File: src/rtl/slv_pkg.sv
package slv_pkg;
  // register map of this slice
  localparam logic [7:0] VEC1_OFF = 8'h00;      // line-one vector word
  localparam logic [7:0] FLAG_OFF = 8'h04;      // sticky event flags, write one clears
  localparam logic [7:0] ENA_OFF = 8'h08;       // source enables
  localparam logic [7:0] LVL_OFF = 8'h0C;       // line select, 1 = line one
  localparam logic [7:0] MASK_OFF = 8'h10;      // irq mask for irq_o
  // field layout
  localparam int VEC_LSB = 1;
  localparam int VEC_W = 5;
  localparam int NSRC = 3;
  // source bit positions within flag/enable/level words
  localparam int SRC_ERR = 0;
  localparam int SRC_RX = 1;
  localparam int SRC_OVR = 2;
  // vector codes
  localparam logic [4:0] CODE_NONE = 5'h00;
  localparam logic [4:0] CODE_ERR = 5'h11;
  localparam logic [4:0] CODE_RX = 5'h12;
  localparam logic [4:0] CODE_OVR = 5'h13;
  // reset values
  localparam logic [2:0] RST_SRC = 3'h0;
  localparam logic [31:0] RST_WORD = 32'h0000_0000;
endpackage : slv_pkg

File: src/rtl/slv_vec1.sv
`timescale 1ns/10ps
// line-one interrupt vector block with its own flag/enable/level slice
module slv_vec1 (
  input wire logic sys_clk_i,
  input wire logic rst_i,
  input wire logic ce_i,
  input wire logic [2:0] evt_i,      // async event pulses/levels: bit0 err, bit1 rx, bit2 ovr
  input wire logic [7:0] addr_i,
  input wire logic [31:0] wdata_i,
  input wire logic wr_i,
  input wire logic rd_i,
  output logic [31:0] rdata_o,
  output logic irq_line1_o,          // line one request level
  output logic irq_o                 // masked status level
);
  logic [2:0] evt_s;                 // synchronised events
  logic [2:0] evt_d_ff;              // previous sample for edge detect
  logic [2:0] flag_ff;               // sticky event flags
  logic [2:0] ena_ff;                // source enables
  logic [2:0] lvl_ff;                // line select bits
  logic [2:0] mask_ff;               // irq_o mask
  logic [2:0] cand;                  // line-one candidates
  logic [4:0] code;                  // current vector
  logic [2:0] set_v;                 // rising edges of events
  logic [2:0] rd_clr;                // flags cleared by vector read
  logic [2:0] wr_clr;                // flags cleared by write one
  logic [2:0] nxt_flag;
  logic [31:0] nxt_rdata;

  // pin events cross into sys_clk first
  slv_sync #(.W(3)) u_sync (
    .sys_clk_i(sys_clk_i),
    .rst_i(rst_i),
    .ce_i(ce_i),
    .d_i(evt_i),
    .q_o(evt_s)
  );

  // candidates must be flagged, enabled and routed to line one
  assign cand = flag_ff & ena_ff & lvl_ff;

  slv_prio u_prio (
    .cand_i(cand),
    .code_o(code)
  );

  assign set_v = evt_s & ~evt_d_ff;

  // vector read clears overrun or receive only, never error
  always_comb
  begin
    rd_clr = 3'h0;
    if (rd_i && addr_i == slv_pkg::VEC1_OFF)
    begin
      if (code == slv_pkg::CODE_OVR) rd_clr[slv_pkg::SRC_OVR] = 1'b1;
      else if (code == slv_pkg::CODE_RX) rd_clr[slv_pkg::SRC_RX] = 1'b1;
    end
  end

  assign wr_clr = (wr_i && addr_i == slv_pkg::FLAG_OFF) ? wdata_i[2:0] : 3'h0;
  // set beats clear in the same cycle; next code appears the cycle after a read
  assign nxt_flag = (flag_ff & ~rd_clr & ~wr_clr) | set_v;

  // edge-detect history
  always_ff @(posedge sys_clk_i)
  begin
    if (rst_i) evt_d_ff <= slv_pkg::RST_SRC;
    else if (ce_i) evt_d_ff <= evt_s;
  end

  // sticky flags
  always_ff @(posedge sys_clk_i)
  begin
    if (rst_i) flag_ff <= slv_pkg::RST_SRC;
    else if (ce_i) flag_ff <= nxt_flag;
  end

  // control registers written by software
  always_ff @(posedge sys_clk_i)
  begin
    if (rst_i)
    begin
      ena_ff <= slv_pkg::RST_SRC;
      lvl_ff <= slv_pkg::RST_SRC;
      mask_ff <= slv_pkg::RST_SRC;
    end
    else if (ce_i && wr_i)
    begin
      // vector word has no writable bits at all
      case (addr_i)
        slv_pkg::ENA_OFF: ena_ff <= wdata_i[2:0];
        slv_pkg::LVL_OFF: lvl_ff <= wdata_i[2:0];
        slv_pkg::MASK_OFF: mask_ff <= wdata_i[2:0];
        default: ;
      endcase
    end
  end

  // read mux, unmapped reads as zero
  always_comb
  begin
    nxt_rdata = slv_pkg::RST_WORD;
    case (addr_i)
      slv_pkg::VEC1_OFF: nxt_rdata[slv_pkg::VEC_LSB +: slv_pkg::VEC_W] = code;
      slv_pkg::FLAG_OFF: nxt_rdata[2:0] = flag_ff;
      slv_pkg::ENA_OFF: nxt_rdata[2:0] = ena_ff;
      slv_pkg::LVL_OFF: nxt_rdata[2:0] = lvl_ff;
      slv_pkg::MASK_OFF: nxt_rdata[2:0] = mask_ff;
      default: nxt_rdata = slv_pkg::RST_WORD;
    endcase
  end

  // registered outputs
  always_ff @(posedge sys_clk_i)
  begin
    if (rst_i)
    begin
      rdata_o <= slv_pkg::RST_WORD;
      irq_line1_o <= 1'b0;
      irq_o <= 1'b0;
    end
    else if (ce_i)
    begin
      rdata_o <= rd_i ? nxt_rdata : slv_pkg::RST_WORD;
      irq_line1_o <= |(nxt_flag & ena_ff & lvl_ff);
      irq_o <= |(nxt_flag & mask_ff);
    end
  end
endmodule : slv_vec1

File: src/rtl/slv_prio.sv
`timescale 1ns/10ps
// fixed-priority encoder from candidate set to vector code
module slv_prio (
  input wire logic [2:0] cand_i,
  output logic [4:0] code_o
);
  // overrun wins, then receive, then error
  always_comb
  begin
    if (cand_i[slv_pkg::SRC_OVR]) code_o = slv_pkg::CODE_OVR;
    else if (cand_i[slv_pkg::SRC_RX]) code_o = slv_pkg::CODE_RX;
    else if (cand_i[slv_pkg::SRC_ERR]) code_o = slv_pkg::CODE_ERR;
    else code_o = slv_pkg::CODE_NONE;
  end
endmodule : slv_prio

File: src/rtl/slv_sync.sv
`timescale 1ns/10ps
// two-flop synchroniser per bit for event pins
module slv_sync #(
  parameter int W = 3
) (
  input wire logic sys_clk_i,
  input wire logic rst_i,
  input wire logic ce_i,
  input wire logic [W-1:0] d_i,
  output logic [W-1:0] q_o
);
  logic [W-1:0] meta_ff; // first stage, read only by second
  // second stage feeds all logic
  always_ff @(posedge sys_clk_i)
  begin
    if (rst_i)
    begin
      meta_ff <= '0;
      q_o <= '0;
    end
    else if (ce_i)
    begin
      meta_ff <= d_i;
      q_o <= meta_ff;
    end
  end
endmodule : slv_sync

File: config.mk
export PLATFORM = sky130hd
export DESIGN_NAME = slv_vec1
export DESIGN_NICKNAME = d
export VERILOG_FILES = /design/src/rtl/slv_pkg.sv /design/src/rtl/slv_vec1.sv /design/src/rtl/slv_prio.sv /design/src/rtl/slv_sync.sv
export SDC_FILE = /design/constraint.sdc
export NUM_CORES = 1
export LEC_CHECK = 0
export ABC_AREA = 1
export ABC_CLOCK_PERIOD_IN_PS = 3500
export BUFFER_PORTS_ARGS = -buffer_cell sky130_fd_sc_hd__buf_2
export CAP_MARGIN = 30
export CORE_ASPECT_RATIO = 0.8
export CORE_MARGIN = 4
export CORE_UTILIZATION = 40
export CTS_CLUSTER_DIAMETER = 120
export DETAILED_ROUTE_END_ITERATION = 12
export PLACE_DENSITY_LB_ADDON = 0.25
export SYNTH_ARGS = -nofsm -noshare
export SYNTH_HDL_FRONTEND = slang
export SYNTH_SLANG_ARGS = --single-unit
File: constraint.sdc
create_clock -name sys_clk_i -period 3.5 [get_ports sys_clk_i]
set_input_delay 1.05 -clock sys_clk_i [delete_from_list [all_inputs] [get_ports sys_clk_i]]
set_output_delay 1.05 -clock sys_clk_i [all_outputs]
set_load 0.02 [all_outputs]
==> results.py, run 1 <==
metrics = {
    "placed_design": {
        "place.gp.congestion": 0.830,
        "portBuffers": 24,
        "dp_hpwl_um": 2560,
        "placed_cell_area_mm2": 0.00165,
        "place_worst_setup_slack_ns": 1.22,
    },
    "setup_path": {
        "cp.arrival_ns": 2.15,
        "endpoint": "irq_line1_o",
        "cp_top_family": "buffers and inverters",
        "cpMaxStageDelayCell": "inv_1",
        "end_kind": "register",
        "crit_type": "input port to register",
        "critPathLaunchType": "input port",
        "required_ns": 3.68,
        "critical_path_buf_inv_count": 2,
        "critPathMaxFanout": 23,
        "timing.reg2reg.setup_slack_ns": 2.21,
        "cp.depth": 7,
        "worstReg2RegStart": "lvl_ff[1]",
        "reg2reg_depth": 9,
        "crit_chain": "buf_2, inv_1, nor2_1, nand2_1, nand2_1, nor2_1, nor2_1",
        "crit_start": "ce_i",
        "worst_path_largest_cell_delay_ns": 0.51,
        "crit_top_cell": "nor2_1",
        "r2r_end": "irq_o",
    },
    "floorplan": {
        "die_x_um": 78.7,
        "die_area_mm2": 0.00508,
        "start_util_pct": 41.7,
        "io-pin-count": 82,
        "die-height_um": 64.5,
        "rows": 20,
        "coreArea_mm2": 0.00383,
    },
    "cells_and_area": {
        "nFillCells": 444,
        "layout_commonest_cell": "nand2_1",
        "fin_nets": 308,
        "final_cell_mix": "nand2_1, nor2_1, conb_1",
        "drive_gt1_share_pct": 18.5,
        "diodes": 0,
        "final_area_mm2": 0.00170,
        "post-route-util_pct": 44.4,
        "syn_to_final_growth_pct": 6.34,
    },
    "timing": {
        "fin_skew_ns": 0.00586,
        "slew_headroom_pct": 57.0,
        "rsz0062_at_grt": "no",
        "fin_ws_ns": 1.53,
        "post-route-period-util_pct": 56.4,
        "fin_tns_setup_ns": 0,
        "fin_crit_ns": 1.97,
        "hold_violations": 0,
        "tightest_slew_ns": 0.644,
        "clock.fmax_mhz": 507,
        "setup-violations-final": 0,
        "slew_violations": 0,
    },
    "synth": {
        "yosysWarnings": 0,
        "ys_seq_elements": 27,
        "synth.avg_cell_area_um2": 6.69,
        "synth.distinct_cells": 20,
        "netlist_instances": 239,
        "netlist_area_mm2": 0.00160,
        "yosysSeqAreaShare_pct": 33.8,
    },
    "cts": {
        "cts_tree": "yes",
        "cts_hold_buf": 0,
        "postCtsSetupBuffers": 0,
        "clock_sinks": 27,
        "clk_latency_ns": 0.28,
        "htreeDepth": 1,
        "root_buffer": "clkbuf_8",
        "cts_buffers": 3,
        "clk_pin_slew_worst_paths_ns": 0.10,
        "cts_resized": 0,
        "clock_path_buffers": 2,
    },
    "power_and_ir_drop": {
        "p_comb_share_pct": 14.4,
        "power.total_mw": 0.595,
        "p_seq_share_pct": 54.2,
        "p_sw_share_pct": 29.6,
        "total_leakage_power_nw": 0.827,
        "p_clk_share_pct": 31.3,
        "p_int_mw": 0.419,
        "vdd.ir_drop.worst_mv": 0.246,
        "net-switching-power_mw": 0.176,
        "power_density_mw_per_mm2": 350,
    },
    "hold_path": {
        "hold_class": "register to register",
    },
    "routing": {
        "drc": 0,
        "via_per_inst": 4.34,
        "wire_per_inst_um": 10.2,
        "num_vias": 1364,
        "drt_wl_total_um": 3210,
        "drt_iter0_drc": 34,
        "postRouteAntennaNets": 0,
        "first_pass_iters": 4,
    },
    "grt": {
        "grt_busiest_layer": "met1",
        "grt_max_degree": 24,
        "antenna_found_initial": 0,
        "track_usage_pct": 13.1,
        "grt_pass1_wl_um": 5360,
        "grt.met2_usage_pct": 18.9,
        "grt-ovfl-total": 0,
        "grt_pass1_vias": 1170,
        "use_met3_pct": 3.47,
        "grtUsageMet1_pct": 19.7,
    },
    "run_status": {
        "outcome": "finished clean",
    },
    "flow_run": {
        "maxCapViolCount": 0,
    },
}
-- layout make-up --
| class | instances | area (um^2) | share of cell area, % |
|---|---|---|---|
| multi-input combinational | 176 | 816 | 48.0 |
| sequential | 27 | 541 | 31.8 |
| timing repair buffer | 24 | 120 | 7.07 |
| inverter | 28 | 105 | 6.19 |
| tap | 55 | 68.8 | 4.05 |
| clock buffer | 3 | 41.3 | 2.43 |
| clock inverter | 1 | 7.51 | 0.442 |
-- flip-flops by register name, indices dropped and copies added (netlist names) --
name	cells
evt_d_ff	3
irq_o	1
ena_ff	3
rdata_o	4
u_sync.q_o	3
lvl_ff	3
irq_line1_o	1
u_sync.meta_ff	3
flag_ff	3
mask_ff	3
-- worst min path at each step --
stage	from	to	slack, ns	cells past startpoint
final	evt_d_ff[0]	evt_d_ff[0]	0.46	2
after global routing	rdata_o[1]	rdata_o[1]	0.49	2
after CTS	evt_d_ff[1]	evt_d_ff[1]	0.46	2
after detailed placement	evt_d_ff[1]	evt_d_ff[1]	0.45	2
after global placement	evt_d_ff[0]	evt_d_ff[0]	0.45	2
after floorplan	evt_d_ff[1]	evt_d_ff[1]	0.43	2
-- routing by layer --
metal,up-vias,wire length [um]
met2,41,1390
met3,2,226
li1,729,-
met4,0,17
met5,-,0
met1,592,1580
-- tightest hold or removal path: cells and delay by family, from the launching register on --
kind,cells,cell delay [ns]
flops,1,0.31
buf+inv,1,0.06
compound gates,1,0.06
-- power groups by stage --
stage / registers (mW) / clock network [mW] / logic (mW)
final: 0.323 / 0.186 / 0.0859
after global routing: 0.324 / 0.204 / 0.0983
after CTS: 0.323 / 0.189 / 0.0858
after detailed placement: 0.330 / 0 / 0.0855
after global placement: 0.330 / 0 / 0.0849
after floorplan: 0.329 / 0 / 0.0878
-- stage by stage --
| step | hold WS [ns] | cells |
|---|---|---|
| after floorplan | 0.433 | 266 |
| after global placement | 0.446 | 310 |
| after detailed placement | 0.446 | 310 |
| after CTS | 0.462 | 314 |
| after global routing | 0.494 | 314 |
| final | 0.463 | 314 |
-- kinds of logic after synthesis --
logic type / count (synthesis) / share of synthesized area, %
other cells: 1 / 0.235
simple gates: 107 / 31.5
buf+inv: 63 / 21.5
flops: 27 / 33.8
compound gates: 41 / 13.0
-- synthesized netlist by cell type --
master	instances	share of area (%)
a21oi_1	13	4.1
and3_1	1	0.39
buf_1	1	0.23
buf_2	1	0.31
buf_4	28	13
clkbuf_1	5	1.2
conb_1	1	0.23
dfxtp_1	27	34
inv_1	26	6.1
inv_2	2	0.47
nand2_1	39	9.2
nand2_2	5	2.0
nand3_1	14	4.4
nand3_2	5	3.1
nand4_1	1	0.39
nor2_1	34	8.0
nor2_2	5	2.0
nor2_4	3	2.1
o211ai_1	1	0.47
o21ai_0	27	8.5
(Power assumes the default switching activity.)
==> inputs of run 2 (changes only) <==
Settings changed: ABC_CLOCK_PERIOD_IN_PS 3500 to 1750.
Clock period 3.5 ns to 1.75 ns, I/O delays scaled along.
==> results.py, run 2 (same netlist as run 1, synthesis figures left out) <==
metrics = {
    "cells_and_area": {
        "fin_nets": 314,
        "drive_gt1_share_pct": 20.4,
        "nFillCells": 432,
        "largest_reg_flops": 4,
        "stdcell_count": 320,
        "syn_to_final_growth_pct": 9.16,
        "multi_input_area_um2": 816,
        "final_cell_mix": "nand2_1, nor2_1, conb_1",
        "diodes": 0,
        "top_register": "rdata_o",
        "layout_commonest_cell": "nand2_1",
        "regArea_um2": 541,
    },
    "cts": {
        "cts_resized": 0,
        "htreeDepth": 1,
        "clk_latency_ns": 0.28,
        "cts_buffers": 3,
        "postCtsSetupBuffers": 0,
        "clock_path_buffers": 2,
        "clock_sinks": 27,
        "cts_hold_buf": 0,
        "clk_pin_slew_worst_paths_ns": 0.10,
        "root_buffer": "clkbuf_8",
        "cts_tree": "yes",
    },
    "setup_path": {
        "end_kind": "register",
        "critPathLaunchType": "input port",
        "worst_path_largest_cell_delay_ns": 0.19,
        "crit_type": "input port to register",
        "crit_start": "addr_i[7]",
        "cpMaxStageDelayCell": "nor2_4",
        "required_ns": 1.92,
        "crit_chain": "buf_2, nor2_2, nand2_2, nor2_4, nand3_1, nand3_2, nand2_2, nand2_1, nand2_1, nor2_1, nor2_1",
        "worstReg2RegStart": "lvl_ff[1]",
        "critPathMaxFanout": 6,
        "cp.arrival_ns": 1.56,
    },
    "hold_path": {
        "min_from": "evt_d_ff[0]",
        "hold_class": "register to register",
    },
    "placed_design": {
        "place.gp.congestion": 0.895,
        "dp_hpwl_um": 2650,
        "place_worst_setup_slack_ns": 0.0606,
        "portBuffers": 24,
        "dp_cells": 316,
    },
    "power_and_ir_drop": {
        "power_density_mw_per_mm2": 679,
        "total_leakage_power_nw": 0.856,
        "vdd.ir_drop.worst_mv": 0.352,
    },
    "routing": {
        "drc": 0,
        "wire_per_inst_um": 10.3,
        "first_pass_iters": 4,
        "num_vias": 1390,
        "drt_wl_total_um": 3280,
        "drt_iter0_drc": 41,
        "postRouteAntennaNets": 0,
        "via_per_inst": 4.34,
    },
    "timing": {
        "fin_crit_ns": 1.39,
        "rsz0062_at_grt": "no",
        "post-route-period-util_pct": 79.3,
        "fin_tns_setup_ns": 0,
        "fin_skew_ns": 0.00793,
        "setup-violations-final": 0,
        "hold_violations": 0,
        "fin_ws_ns": 0.362,
        "slew_violations": 0,
        "clock.fmax_mhz": 721,
        "hold_ws_ns": 0.456,
    },
    "flow_run": {
        "maxCapViolCount": 0,
    },
    "run_status": {
        "outcome": "finished clean",
    },
    "grt": {
        "grt_pass1_wl_um": 5220,
        "track_usage_pct": 12.9,
        "grt_max_degree": 17,
        "grt-ovfl-total": 0,
        "grt_pass1_vias": 1172,
        "antenna_found_initial": 0,
    },
    "floorplan": {
        "die_x_um": 78.7,
        "coreArea_mm2": 0.00383,
        "io-pin-count": 82,
        "die-height_um": 64.5,
        "rows": 20,
        "die_area_mm2": 0.00508,
        "start_util_pct": 41.7,
    },
}
-- run 2: final cells by class --
| class | instances | area share, % |
|---|---|---|
| Clock inverter | 1 | 0.430 |
| Clock buffer | 3 | 2.37 |
| Timing Repair Buffer | 30 | 9.47 |
| Inverter | 28 | 6.03 |
| Multi-Input combinational cell | 176 | 46.8 |
| Tap cell | 55 | 3.95 |
| Sequential cell | 27 | 31.0 |
-- run 2: critical path: cells and delay by family --
| family | cells | cell delay (ns) |
|---|---|---|
| AND/OR/NAND/NOR | 10 | 0.93 |
| buffers and inverters | 1 | 0.10 |
-- run 2: power by group --
part	total (mW)	switching, mW	leakage [nW]	internal, mW
combinational	0.182	0.131	0.614	0.0506
clock	0.358	0.196	0.0217	0.162
sequential	0.645	0.0111	0.220	0.634
-- run 2: layer usage --
layer  global-route usage, %  vias up  wire [um]
met1                    18.4      603       1640
li1                        -      746          -
met2                    19.1       37       1370
met5                       0        -          0
met4                    3.28        0         28
met3                    3.47        4        242
-- run 2: worst paths after layout --
kind | end | slack [ns] | cells after the start
max | irq_line1_o | 0.36 | 11
min | evt_d_ff[0] | 0.46 | 2
max reg2reg | irq_o | 0.41 | 9
min reg2reg | evt_d_ff[0] | 0.46 | 2
-- run 2: per-stage QoR --
step | util [%] | power, mW | cell area (um^2)
global route | 45.6 | 1.26 | 1740
global placement | 44.3 | 0.838 | 1700
finish | 45.6 | 1.18 | 1740
floorplan | - | 0.833 | 1700
CTS | 45.6 | 1.20 | 1740
detailed placement | 44.3 | 0.840 | 1700
